==> config.mk <==
export PLATFORM = sky130hd
export DESIGN_NAME = port_fifo_pin_mux
export DESIGN_NICKNAME = d
export VERILOG_FILES = /design/src/shared/pin_mux_pkg.sv /design/src/hw/wake_detect.sv /design/src/hw/port_fifo_pin_mux.sv
export SDC_FILE = /design/constraint.sdc
export NUM_CORES = 1
export LEC_CHECK = 0
export BUFFER_PORTS_ARGS = -buffer_cell sky130_fd_sc_hd__buf_2
export CORE_UTILIZATION = 34
export DETAILED_ROUTE_END_ITERATION = 7
export GPL_ROUTABILITY_DRIVEN = 1
export HOLD_SLACK_MARGIN = 0.12
export PLACE_DENSITY = 0.74
export SETUP_SLACK_MARGIN = 0.5
export SYNTH_ARGS = -nofsm -noshare
export SYNTH_HDL_FRONTEND = slang
export SYNTH_SLANG_ARGS = --single-unit
==> constraint.sdc <==
create_clock -name CORE_CLK -period 0.9 [get_ports CORE_CLK]
set_clock_uncertainty 0.15 [all_clocks]
set_input_delay 0.045 -clock CORE_CLK [delete_from_list [all_inputs] [get_ports CORE_CLK]]
set_output_delay 0.045 -clock CORE_CLK [all_outputs]
set_load 0.01 [all_outputs]
==> src/shared/pin_mux_pkg.sv <==
// Purpose: Constants and carriers for the port A/B pin multiplexer
// Assumes: Configuration bits arrive as plain ports, one clock domain
// Notes: Field positions name bits inside the configuration bytes
package pin_mux_pkg;
  // Interface configuration field encodings
  localparam logic [1:0] IFC_PORTS = 2'h0;
  localparam logic [1:0] IFC_RESVD = 2'h1;
  localparam logic [1:0] IFC_MASTER = 2'h2;
  localparam logic [1:0] IFC_SLAVE = 2'h3;
  // FIFO pin polarity byte
  localparam int POL_OE_BIT = 4;
  localparam int POL_COMMIT_BIT = 5;
  // Wakeup control byte
  localparam int WAKE_EN_BIT = 1;
  localparam int WAKE_POL_BIT = 4;
  localparam int WAKE_PA3_SEL_BIT = 7;
  // Port A output-enable and function bytes
  localparam int PA3_OE_BIT = 3;
  localparam int PA7_CFG_BIT = 7;
  // Pin positions of the covered port A pins
  localparam int PA_PIN2 = 2;
  localparam int PA_PIN3 = 3;
  localparam int PA_PIN4 = 4;
  localparam int PA_PIN5 = 5;
  localparam int PA_PIN6 = 6;
  localparam int PA_PIN7 = 7;
  localparam int PB_LOW_BITS = 3;
  localparam logic [7:0] RESET_BYTE = 8'h00;

  typedef struct packed {
    logic [1:0] interface_config_field;
    logic [7:0] fifo_pin_polarity_reg;
    logic [7:0] wake_ctrl;
    logic [7:0] porta_output_enable_reg;
    logic [7:0] porta_function_config;
    logic [7:0] portb_output_enable;
  } mux_cfg_s;

  typedef struct packed {
    logic slave_output_enable_in;
    logic fifo_select_bit1;
    logic fifo_select_bit0;
    logic packet_commit_in;
    logic slave_chip_select_n;
  } fifo_ctl_s;
endpackage

==> src/hw/wake_detect.sv <==
// Purpose: Second wakeup source edge and level detection
// Assumes: Pin input synchronous to the clock
// Notes: Level is seen after polarity correction; transition is any change of the raw pin
`timescale 1ns/100ps
module wake_detect (
  input wire logic clk,
  input wire logic rst_n,
  input wire logic pin,
  input wire logic enable,
  input wire logic polarity,
  output logic asserted,
  output logic transition
);
  logic last;
  logic primed;

  // No edge until one real sample is held, whatever the pin's idle level
  always_ff @(posedge clk or negedge rst_n) begin
    if (!rst_n) begin
      last <= 1'b0;
      primed <= 1'b0;
    end else begin
      last <= pin;
      primed <= 1'b1;
    end
  end

  // Any change counts as a wake event, either direction
  always_ff @(posedge clk or negedge rst_n) begin
    if (!rst_n) begin
      transition <= 1'b0;
      asserted <= 1'b0;
    end else begin
      transition <= enable && primed && (pin != last);
      asserted <= enable && (pin == polarity);
    end
  end
endmodule

==> src/hw/port_fifo_pin_mux.sv <==
// Purpose: Function select for port A pins 2..7 and port B pins 0..2
// Assumes: One clock, pins synchronous, external master drives FIFO side
// Notes: Pad outputs registered, so select changes take one cycle
`timescale 1ns/100ps
// Behaviour
// Config field selects port or FIFO function
// FIFO output enable is input, programmable polarity
// Second wake pin enabled and polarity set
// Suspended wake transition restarts oscillator, interrupts
// Asserted enabled wake pin blocks suspend
// Pin 3 function from wake and OE bits
// FIFO select pins are inputs in FIFO mode
// Packet commit is input, programmable polarity
// Pin 7 is port, status flag, or chip select
// Deasserted chip select blocks all FIFO strobes
// Port B low pins are port or data bus
// Port-mode pins act as bidirectional I/O
// Pins float in reset, then port inputs
// One config value is plain port mode
module port_fifo_pin_mux (
  input wire logic CORE_CLK,
  input wire logic RST_N,
  input wire pin_mux_pkg::mux_cfg_s CFG,
  input wire logic [7:0] PA_IN,
  input wire logic [7:0] PA_DATA,
  output logic [7:0] PA_OUT,
  output logic [7:0] PA_OE,
  input wire logic [2:0] PB_IN,
  input wire logic [2:0] PB_DATA,
  output logic [2:0] PB_OUT,
  output logic [2:0] PB_OE,
  output logic [7:0] PA_READ,
  output logic [2:0] PB_READ,
  input wire logic [2:0] FD_OUT_DATA,
  input wire logic FD_DRIVE_REQ,
  output logic [2:0] FD_IN_DATA,
  input wire logic FOURTH_STATUS_FLAG,
  output pin_mux_pkg::fifo_ctl_s FIFO_CTL,
  output logic FIFO_MODE,
  output logic FD_OUTPUT_EN,
  output logic PACKET_COMMIT,
  output logic FIFO_STROBE_OK,
  input wire logic CPU_SUSPENDED,
  output logic OSC_RESTART,
  output logic WAKE_IRQ,
  output logic SUSPEND_INHIBIT
);
  import pin_mux_pkg::*;

  typedef enum logic [1:0] {PA7_PORT, PA7_FLAG, PA7_CS} pa7_fn_e;

  logic fifo_mode;
  logic pa3_is_wake;
  logic wake_asserted;
  logic wake_transition;
  pa7_fn_e pa7_fn;
  logic [7:0] next_pa_oe;
  logic [7:0] next_pa_out;
  logic [2:0] next_pb_oe;
  logic [2:0] next_pb_out;
  logic cs_active;
  logic cs_ok;

  // Ports mode decode
  function automatic logic is_fifo(input logic [1:0] f);
    return f != IFC_PORTS;
  endfunction

  // Interface field select
  assign fifo_mode = is_fifo(CFG.interface_config_field);
  // Wake select with pin as input
  assign pa3_is_wake = CFG.wake_ctrl[WAKE_PA3_SEL_BIT] &&
                       !CFG.porta_output_enable_reg[PA3_OE_BIT];

  // Pin 7 function choice
  always_comb begin
    if (!is_fifo(CFG.interface_config_field)) begin
      pa7_fn = PA7_PORT;
    end else if (CFG.porta_function_config[PA7_CFG_BIT]) begin
      pa7_fn = PA7_FLAG;
    end else if (CFG.interface_config_field == IFC_SLAVE) begin
      pa7_fn = PA7_CS;
    end else begin
      pa7_fn = PA7_PORT;
    end
  end

  assign cs_active = pa7_fn == PA7_CS;
  // Chip select gating
  assign cs_ok = !cs_active || !PA_IN[PA_PIN7];

  // Port-mode pins default to software direction
  always_comb begin
    next_pa_oe = CFG.porta_output_enable_reg;
    next_pa_out = PA_DATA;
    if (fifo_mode) begin
      // Output enable pin input only
      next_pa_oe[PA_PIN2] = 1'b0;
      // Select pins input only
      next_pa_oe[PA_PIN4] = 1'b0;
      next_pa_oe[PA_PIN5] = 1'b0;
      // Commit pin input only
      next_pa_oe[PA_PIN6] = 1'b0;
    end
    if (pa3_is_wake) begin
      next_pa_oe[PA_PIN3] = 1'b0;
    end
    unique case (pa7_fn)
      PA7_PORT: begin
      end
      PA7_FLAG: begin
        next_pa_oe[PA_PIN7] = 1'b1;
        next_pa_out[PA_PIN7] = FOURTH_STATUS_FLAG;
      end
      PA7_CS: begin
        next_pa_oe[PA_PIN7] = 1'b0;
      end
    endcase
  end

  // Port B low pins or data bus
  always_comb begin
    if (fifo_mode) begin
      next_pb_oe = {PB_LOW_BITS{FD_DRIVE_REQ && cs_ok}};
      next_pb_out = FD_OUT_DATA;
    end else begin
      next_pb_oe = CFG.portb_output_enable[PB_LOW_BITS-1:0];
      next_pb_out = PB_DATA;
    end
  end

  // All covered pins float under reset
  always_ff @(posedge CORE_CLK or negedge RST_N) begin
    if (!RST_N) begin
      PA_OE <= RESET_BYTE;
      PA_OUT <= RESET_BYTE;
      PB_OE <= 3'h0;
      PB_OUT <= 3'h0;
    end else begin
      PA_OE <= next_pa_oe;
      PA_OUT <= next_pa_out;
      PB_OE <= next_pb_oe;
      PB_OUT <= next_pb_out;
    end
  end

  always_ff @(posedge CORE_CLK or negedge RST_N) begin
    if (!RST_N) begin
      PA_READ <= RESET_BYTE;
      PB_READ <= 3'h0;
      FD_IN_DATA <= 3'h0;
    end else begin
      PA_READ <= PA_IN;
      PB_READ <= PB_IN;
      FD_IN_DATA <= fifo_mode ? PB_IN : 3'h0;
    end
  end

  // Raw FIFO control copies and polarity-corrected FIFO strobes
  always_ff @(posedge CORE_CLK or negedge RST_N) begin
    if (!RST_N) begin
      FIFO_CTL <= '0;
      FIFO_MODE <= 1'b0;
      FD_OUTPUT_EN <= 1'b0;
      PACKET_COMMIT <= 1'b0;
      FIFO_STROBE_OK <= 1'b0;
    end else begin
      FIFO_CTL.slave_output_enable_in <= PA_IN[PA_PIN2];
      FIFO_CTL.fifo_select_bit0 <= PA_IN[PA_PIN4];
      FIFO_CTL.fifo_select_bit1 <= PA_IN[PA_PIN5];
      FIFO_CTL.packet_commit_in <= PA_IN[PA_PIN6];
      FIFO_CTL.slave_chip_select_n <= cs_active ? PA_IN[PA_PIN7] : 1'b0;
      FIFO_MODE <= fifo_mode;
      FIFO_STROBE_OK <= fifo_mode && cs_ok;
      // Strobes blocked without select
      FD_OUTPUT_EN <= fifo_mode && cs_ok &&
        (PA_IN[PA_PIN2] == CFG.fifo_pin_polarity_reg[POL_OE_BIT]);
      // Commit strobe with polarity
      PACKET_COMMIT <= fifo_mode && cs_ok &&
        (PA_IN[PA_PIN6] == CFG.fifo_pin_polarity_reg[POL_COMMIT_BIT]);
    end
  end

  // Wake source enable and polarity
  wake_detect u_wake (
    .clk(CORE_CLK),
    .rst_n(RST_N),
    .pin(PA_IN[PA_PIN3]),
    .enable(pa3_is_wake && CFG.wake_ctrl[WAKE_EN_BIT]),
    .polarity(CFG.wake_ctrl[WAKE_POL_BIT]),
    .asserted(wake_asserted),
    .transition(wake_transition)
  );

  // Wake from suspend, suspend hold-off
  always_ff @(posedge CORE_CLK or negedge RST_N) begin
    if (!RST_N) begin
      OSC_RESTART <= 1'b0;
      WAKE_IRQ <= 1'b0;
      SUSPEND_INHIBIT <= 1'b0;
    end else begin
      OSC_RESTART <= CPU_SUSPENDED && wake_transition;
      WAKE_IRQ <= CPU_SUSPENDED && wake_transition;
      SUSPEND_INHIBIT <= wake_asserted;
    end
  end

  // Wake source checks
  a_wake_irq_pulse: assert property (@(posedge CORE_CLK) disable iff (!RST_N)
    (CPU_SUSPENDED && wake_transition) |=> WAKE_IRQ && OSC_RESTART)
    else $error("wake transition did not raise interrupt");
  a_no_wake_awake: assert property (@(posedge CORE_CLK) disable iff (!RST_N)
    !CPU_SUSPENDED |=> !WAKE_IRQ && !OSC_RESTART)
    else $error("wake pulse while not suspended");
  a_irq_osc_pair: assert property (@(posedge CORE_CLK) disable iff (!RST_N)
    WAKE_IRQ == OSC_RESTART)
    else $error("interrupt and oscillator restart differ");
  a_wake_needs_en: assert property (@(posedge CORE_CLK) disable iff (!RST_N)
    !CFG.wake_ctrl[WAKE_EN_BIT] |-> ##2 !SUSPEND_INHIBIT || CFG.wake_ctrl[WAKE_EN_BIT])
    else $error("inhibit without wake enable");
  a_wake_off_quiet: assert property (@(posedge CORE_CLK) disable iff (!RST_N)
    !CFG.wake_ctrl[WAKE_EN_BIT] |=> !wake_transition && !wake_asserted)
    else $error("wake source active while disabled");
  a_wake_polarity: assert property (@(posedge CORE_CLK) disable iff (!RST_N)
    (PA_IN[PA_PIN3] != CFG.wake_ctrl[WAKE_POL_BIT]) |=> !wake_asserted)
    else $error("wake asserted at inactive level");
  a_suspend_hold: assert property (@(posedge CORE_CLK) disable iff (!RST_N)
    wake_asserted |=> SUSPEND_INHIBIT)
    else $error("asserted wake pin did not inhibit suspend");
  a_inhibit_level: assert property (@(posedge CORE_CLK) disable iff (!RST_N)
    !wake_asserted |=> !SUSPEND_INHIBIT)
    else $error("suspend inhibited without asserted wake pin");
  a_wake_pin_input: assert property (@(posedge CORE_CLK) disable iff (!RST_N)
    pa3_is_wake |=> !PA_OE[PA_PIN3])
    else $error("wake pin driven");
  a_pa3_port: assert property (@(posedge CORE_CLK) disable iff (!RST_N)
    !CFG.wake_ctrl[WAKE_PA3_SEL_BIT] |=>
      PA_OE[PA_PIN3] == $past(CFG.porta_output_enable_reg[PA3_OE_BIT]))
    else $error("pin 3 direction not from output enable");

  // FIFO control pin checks
  a_mode_register: assert property (@(posedge CORE_CLK) disable iff (!RST_N)
    fifo_mode |=> FIFO_MODE)
    else $error("FIFO mode flag not raised");
  a_port_no_strobe: assert property (@(posedge CORE_CLK) disable iff (!RST_N)
    !fifo_mode |=> !FIFO_MODE && !FD_OUTPUT_EN && !PACKET_COMMIT && !FIFO_STROBE_OK)
    else $error("FIFO strobe in port mode");
  a_oe_pin_input: assert property (@(posedge CORE_CLK) disable iff (!RST_N)
    fifo_mode |=> !PA_OE[PA_PIN2] && !PA_OE[PA_PIN4] && !PA_OE[PA_PIN5])
    else $error("FIFO input pin driven");
  a_select_copy: assert property (@(posedge CORE_CLK) disable iff (!RST_N)
    1'b1 |=> FIFO_CTL.fifo_select_bit0 == $past(PA_IN[PA_PIN4]) &&
      FIFO_CTL.fifo_select_bit1 == $past(PA_IN[PA_PIN5]))
    else $error("FIFO select bits not passed");
  a_oe_polarity: assert property (@(posedge CORE_CLK) disable iff (!RST_N)
    (PA_IN[PA_PIN2] != CFG.fifo_pin_polarity_reg[POL_OE_BIT]) |=> !FD_OUTPUT_EN)
    else $error("output enable at inactive level");
  a_ctl_copy: assert property (@(posedge CORE_CLK) disable iff (!RST_N)
    1'b1 |=> FIFO_CTL.slave_output_enable_in == $past(PA_IN[PA_PIN2]) &&
      FIFO_CTL.packet_commit_in == $past(PA_IN[PA_PIN6]))
    else $error("raw control copy wrong");
  a_commit_input: assert property (@(posedge CORE_CLK) disable iff (!RST_N)
    PACKET_COMMIT |-> !PA_OE[PA_PIN6] && $past(fifo_mode))
    else $error("commit while pin driven or port mode");
  a_commit_level: assert property (@(posedge CORE_CLK) disable iff (!RST_N)
    (PA_IN[PA_PIN6] != CFG.fifo_pin_polarity_reg[POL_COMMIT_BIT]) |=> !PACKET_COMMIT)
    else $error("commit at inactive level");

  // Pin 7 and chip select checks
  a_cs_blocks: assert property (@(posedge CORE_CLK) disable iff (!RST_N)
    (cs_active && PA_IN[PA_PIN7]) |=> !FD_OUTPUT_EN && !PACKET_COMMIT)
    else $error("strobe passed without chip select");
  a_bus_blocked: assert property (@(posedge CORE_CLK) disable iff (!RST_N)
    (cs_active && PA_IN[PA_PIN7]) |=> PB_OE == 3'h0 && !FIFO_STROBE_OK)
    else $error("data bus driven without chip select");
  a_cs_idle: assert property (@(posedge CORE_CLK) disable iff (!RST_N)
    !cs_active |=> !FIFO_CTL.slave_chip_select_n)
    else $error("chip select copy while unused");
  a_flag_drive: assert property (@(posedge CORE_CLK) disable iff (!RST_N)
    (pa7_fn == PA7_FLAG) |=>
      PA_OE[PA_PIN7] && PA_OUT[PA_PIN7] == $past(FOURTH_STATUS_FLAG))
    else $error("status flag not driven on pin 7");
  a_cs_input: assert property (@(posedge CORE_CLK) disable iff (!RST_N)
    (pa7_fn == PA7_CS) |=> !PA_OE[PA_PIN7] &&
      FIFO_CTL.slave_chip_select_n == $past(PA_IN[PA_PIN7]))
    else $error("chip select pin not an input");
  a_pa7_port: assert property (@(posedge CORE_CLK) disable iff (!RST_N)
    (pa7_fn == PA7_PORT) |=>
      PA_OE[PA_PIN7] == $past(CFG.porta_output_enable_reg[PA_PIN7]))
    else $error("pin 7 port direction not followed");

  // Data bus and port checks
  a_bus_drive: assert property (@(posedge CORE_CLK) disable iff (!RST_N)
    (fifo_mode && FD_DRIVE_REQ && cs_ok) |=> PB_OE == 3'h7 && PB_OUT == $past(FD_OUT_DATA))
    else $error("data bus not driven on request");
  a_bus_capture: assert property (@(posedge CORE_CLK) disable iff (!RST_N)
    fifo_mode |=> FD_IN_DATA == $past(PB_IN))
    else $error("data bus not captured");
  a_portb_select: assert property (@(posedge CORE_CLK) disable iff (!RST_N)
    !fifo_mode |=> PB_OUT == $past(PB_DATA) && FD_IN_DATA == 3'h0)
    else $error("port B data not passed in port mode");
  a_portb_dir: assert property (@(posedge CORE_CLK) disable iff (!RST_N)
    !fifo_mode |=> PB_OE == $past(CFG.portb_output_enable[PB_LOW_BITS-1:0]))
    else $error("port B direction not followed");
  a_port_mode_io: assert property (@(posedge CORE_CLK) disable iff (!RST_N)
    (!fifo_mode && !pa3_is_wake) |=> PA_OE == $past(CFG.porta_output_enable_reg))
    else $error("port direction not followed");
  a_port_data: assert property (@(posedge CORE_CLK) disable iff (!RST_N)
    (pa7_fn != PA7_FLAG) |=> PA_OUT == $past(PA_DATA))
    else $error("port A data not passed");
  a_read_back: assert property (@(posedge CORE_CLK) disable iff (!RST_N)
    1'b1 |=> PA_READ == $past(PA_IN) && PB_READ == $past(PB_IN))
    else $error("pad read-back wrong");
  a_reset_float: assert property (@(posedge CORE_CLK)
    !RST_N |-> PA_OE == RESET_BYTE && PB_OE == 3'h0)
    else $error("pin driven during reset");
endmodule

# == Word-level counts from Yosys, hierarchy flattened ==
# Index checks and enable logic that the tools add are counted.
# totals
register_bits,51
elab_cells,56
output_inout_bits,48
in_bits,72
# classes
eq_ne,7
mux,12
reduce_logical,15
# ops
operator,count
3-bit 2-to-1 mux,4
1-bit logical AND,10
2-bit 2-to-1 mux,3
2-bit == test (second input constant),2
1-bit 2-to-1 mux,4
1-bit == test,3
1-bit logical NOT,3
2-bit by 1-bit == test with 1-bit output (second input constant),1
1-bit case mux with 2 select lines,1
2-bit nonzero test,1
1-bit logical OR,1
1-bit != test,1

# == Longest topological paths before layout ==
# depth
word_depth,9
depth_mapped,5
ltp_nobuf,5

# == Modules after synthesis ==
# Synthesis repeated with hierarchy kept, for this count alone.
# hier_totals
cells_unflattened,91
area_unflattened_um2,1527.7
# modules_own_cells
mod,n_inst,area_per_inst_um2,cells_each,seq_area_each_um2
port_fifo_pin_mux,1,1393.8,82,1076.0
wake_detect,1,133.9,9,100.1

# == Least setup slack after synthesis ==
# Ideal clock, no wire load.
# synth_timing
path_type,input -> register
from,input port CFG[40] (netlist name)
to,register PA_OE[7]
required_ns,0.625
stages,4
arrival_ns,0.935
setup_time_ns,0.125
path_buffers,0
slack_ns,-0.309
path_cell_list,nand2_1 or2_2 ha_1 mux2_2
# synth_via
elab_chain_cells,6
word_cells_on_any_way,8
classes_between,3 x eq/ne; 4 x mux; 1 x reduce/logical
# synth_rtl
item,line_no,rtl
start: declaration,port_fifo_pin_mux.sv:23,"input wire pin_mux_pkg::mux_cfg_s CFG,"
2-bit == test,port_fifo_pin_mux.sv:81,end else if (CFG.interface_config_field == IFC_SLAVE) begin
2-bit 2-to-1 mux,port_fifo_pin_mux.sv:81,
2-bit 2-to-1 mux,port_fifo_pin_mux.sv:79,end else if (CFG.porta_function_config[PA7_CFG_BIT]) begin
2-bit 2-to-1 mux *,port_fifo_pin_mux.sv:77,if (!is_fifo(CFG.interface_config_field)) begin
2-bit == test / 2-bit by 1-bit == test with 1-bit output (equally long branches),port_fifo_pin_mux.sv:108,unique case (pa7_fn)
1-bit case mux with 2 select lines *,port_fifo_pin_mux.sv:108,
via next_pa_oe[7],port_fifo_pin_mux.sv:57,logic [7:0] next_pa_oe;
end signal: assignment,port_fifo_pin_mux.sv:140,PA_OE <= next_pa_oe;
end: declaration,port_fifo_pin_mux.sv:27,"output logic [7:0] PA_OE,"
# Mark *: on every way through the listed nets, which the timed path passes. The rest lies on a longest branch.

# == Final worst setup path ==
# layout_timing
from,register PA_READ[3]
to,output port PA_READ[3]
# layout_lines
item,line_no,rtl
start: declaration,port_fifo_pin_mux.sv:32,"output logic [7:0] PA_READ,"
start signal: assignment,port_fifo_pin_mux.sv:149,PA_READ <= RESET_BYTE;
start signal: assignment,port_fifo_pin_mux.sv:153,PA_READ <= PA_IN;
# No word-level cell between the ends.

==> flow_metrics.tcl <==
set metrics [dict create \
    status "complete, but fails checks" \
    violations "negative hold slack, negative setup slack" \
    drive_above_1_share_pct 70.6 \
    syn_area_per_cell_um2 16.6 \
    grtUsageMet3_pct 6.09 \
    mostFrequentLayoutCell "buf_2" \
    grt_overflow 0 \
    antenna_found_initial 0 \
    drtIter0Drc 20 \
    nFillCells 328 \
    tns_ps -4500 \
    die_y_um 68.6 \
    seq_area_um2 1150 \
    crit_required_ps 700 \
    critPathKind "reg2out" \
    grt_max_degree 25 \
    crit_fanout 2 \
    row_count 23 \
    cp_common_cell "buf_6" \
    wl_per_cell_um 13.1 \
    min_period_ps 1120 \
    cap_violations 0 \
    synth_cells 91 \
    synth_area_um2 1510 \
    p_sw_mw 0.986 \
    max-vdd-ir-drop_uv 823 \
    multi_input_area_um2 395 \
    dp.final_hpwl_um 2370 \
    routed_via_density 4.29 \
    dr.pass1.iters 3 \
    synth_cell_type_count 22 \
    start_util_pct 36.6 \
    yosysWarnings 0 \
    cts_buffer_depth 2 \
    p_leak_nw 1.28 \
    cts_buffers 5 \
    clock_latency_ps 290 \
    finalCritPeriodShare_pct 125 \
    critPathTopFamily "flip-flops" \
    nNetsFinal 274 \
    ctsHtreeMaxLevel 2 \
    mostFrequentLayoutCells "77 x buf_2, 46 x dfrtp_1, 27 x buf_6" \
    pin_count 120 \
    crit_slowest_cell "dfrtp_1" \
    cts_tree "done" \
    power_density_nw_per_um2 1660 \
    area_growth_pct 63.0 \
    hold_viol_final 89 \
    die-area_um2 4700 \
    grtUsageMet2_pct 24.6 \
    critical_path_buf_inv_count 2 \
    core_area_um2 4120 \
    clock_sinks 46 \
    syn-num-nets 165 \
    vias 1076 \
    clock.fmax_mhz 892 \
    place.gp.congestion 0.625 \
    grt_pass1_vias 1072 \
    power_frac_seq_pct 54.3 \
    finalSetupViolCount 50 \
    hold_class "in2async" \
    diodes 0 \
    clk_pin_slew_worst_paths_ps 80 \
    cp_cell_sequence "buf_6 -> buf_6" \
    drv_slew 0 \
    synth-seq-area-share_pct 76.4 \
    arrival_ps 930 \
    end_kind "primary output" \
    fin_ws_ps -221 \
    startpoint_type "flip-flop" \
    slowest_delay_ps 410 \
    grtUsageTotal_pct 13.9 \
    drc 0 \
    synth-seq-cells 46 \
    die_x_um 68.6 \
    gr-usage-met1_pct 13.2 \
    drt-total-wl_um 3300 \
    grt_most_used_layer "met2" \
    antenna_left 0 \
    whs_ps -426 \
    pwr-share-comb_pct 15.9 \
    power.internal_mw 3.09 \
    grt_pass1_wl_um 4510 \
    switching_share_pct 24.2 \
    port_buffers 96 \
    power.share.clock_pct 29.8 \
    rsz0062_at_grt "yes" \
    cts_root_buf "clkbuf_8" \
]
==> power groups by stage <==
stage	Sequential, mW	Combinational, mW	Clock, mW
2_1_floorplan	2.32	0.165	0
3_3_place_gp	2.24	0.528	0
3_5_place_dp	2.25	0.536	0
4_1_cts	2.21	0.599	1.29
5_1_grt	2.23	0.710	1.36
6_report	2.22	0.648	1.21
==> worst paths after layout <==
| kind | start | to | slack, ps | cells past startpoint |
|---|---|---|---|---|
| setup / recovery | PA_READ[3]$_DFF_PN0_ | PA_READ[3] | -220 | 2 |
| hold / removal | RST_N | WAKE_IRQ$_DFF_PN0_ | -430 | 2 |
| setup reg to reg | PA_READ[3]$_DFF_PN0_ | u_wake.transition$_DFF_PN0_ | -140 | 2 |
| hold reg to reg | u_wake.asserted$_DFF_PN0_ | SUSPEND_INHIBIT$_DFF_PN0_ | 210 | 0 |
| max in group asynchronous | RST_N | PB_OUT[1]$_DFF_PN0_ | 790 | 2 |
| min in group CORE_CLK | PA_IN[5] | PA_READ[5]$_DFF_PN0_ | -300 | 1 |
==> registers in the layout, indices dropped and copies added (netlist names), 3 cells and up <==
name and flops:
PB_OUT 3, PA_OE 8, PA_OUT 8, PB_OE 3, FD_IN_DATA 3, PB_READ 3
PA_READ 8
==> routing by layer <==
layer,vias up,share of wire [%]
li1,501,-
met1,497,35
met2,74,51
met3,4,13
met4,0,1.0
met5,-,0
==> Yosys cell counts <==
cell type  count  area share [%]
dfrtp_1       46              76
buf_4          6             3.0
mux2_2         5             3.7
and2_2         4             2.0
a22o_1         3             1.7
and2b_2        3             1.7
nor3_1         3             1.0
xor2_1         3             1.7
and2_1         2            0.83
ha_1           2             1.7
inv_1          2            0.50
nand2_1        2            0.50
a2bb2oi_2      1             1.0
buf_6          1            0.75
clkbuf_1       1            0.25
conb_1         1            0.25
nor2_1         1            0.25
nor2_4         1            0.75
nor4b_1        1            0.58
o21ai_0        1            0.33
or2_2          1            0.42
xnor2_1        1            0.58
==> logic make-up after synthesis <==
| logic type | share of synthesized area [%] |
|---|---|
| and+or+nand+nor | 8.06 |
| AOI/OAI and AO/OA | 3.07 |
| other | 0.249 |
| DFF | 76.4 |
| adders and majority gates | 1.66 |
| buffers and inverters | 4.48 |
| xor gates and xnor gates | 2.33 |
| muxes | 3.74 |
==> area by class of cell <==
cell class | instances | area share [%]
Multi-Input combinational cell | 35 | 16.1
Clock buffer | 5 | 2.80
Inverter | 2 | 0.306
Timing Repair Buffer | 110 | 30.5
Sequential cell | 46 | 46.9
Clock inverter | 3 | 0.866
Tap cell | 50 | 2.55
==> stage by stage <==
| stage | total power, mW | setup slack, ps | instances | instance area [um2] | util [%] |
|---|---|---|---|---|---|
| 2_1_floorplan | 2.48 | -229 | 91 | 1600 | - |
| 3_3_place_gp | 2.77 | -406 | 238 | 2130 | 51.7 |
| 3_5_place_dp | 2.79 | -431 | 238 | 2130 | 51.7 |
| 4_1_cts | 4.10 | -247 | 249 | 2340 | 56.9 |
| 5_1_grt | 4.30 | -281 | 251 | 2460 | 59.7 |
| 6_report | 4.08 | -221 | 251 | 2460 | 59.7 |
==> timing repair <==
| item | in CTS | in global routing |
|---|---|---|
| setup endpoints to repair | 71 | 72 |
| setup buffers | 2 | 2 |
| pin swaps | 6 | 5 |
| gates resized for setup | 24 | 19 |
| endpoints found under the hold margin | 90 | 89 |
| gates cloned | 1 | 0 |
Power figures use the tool's default switching activity.
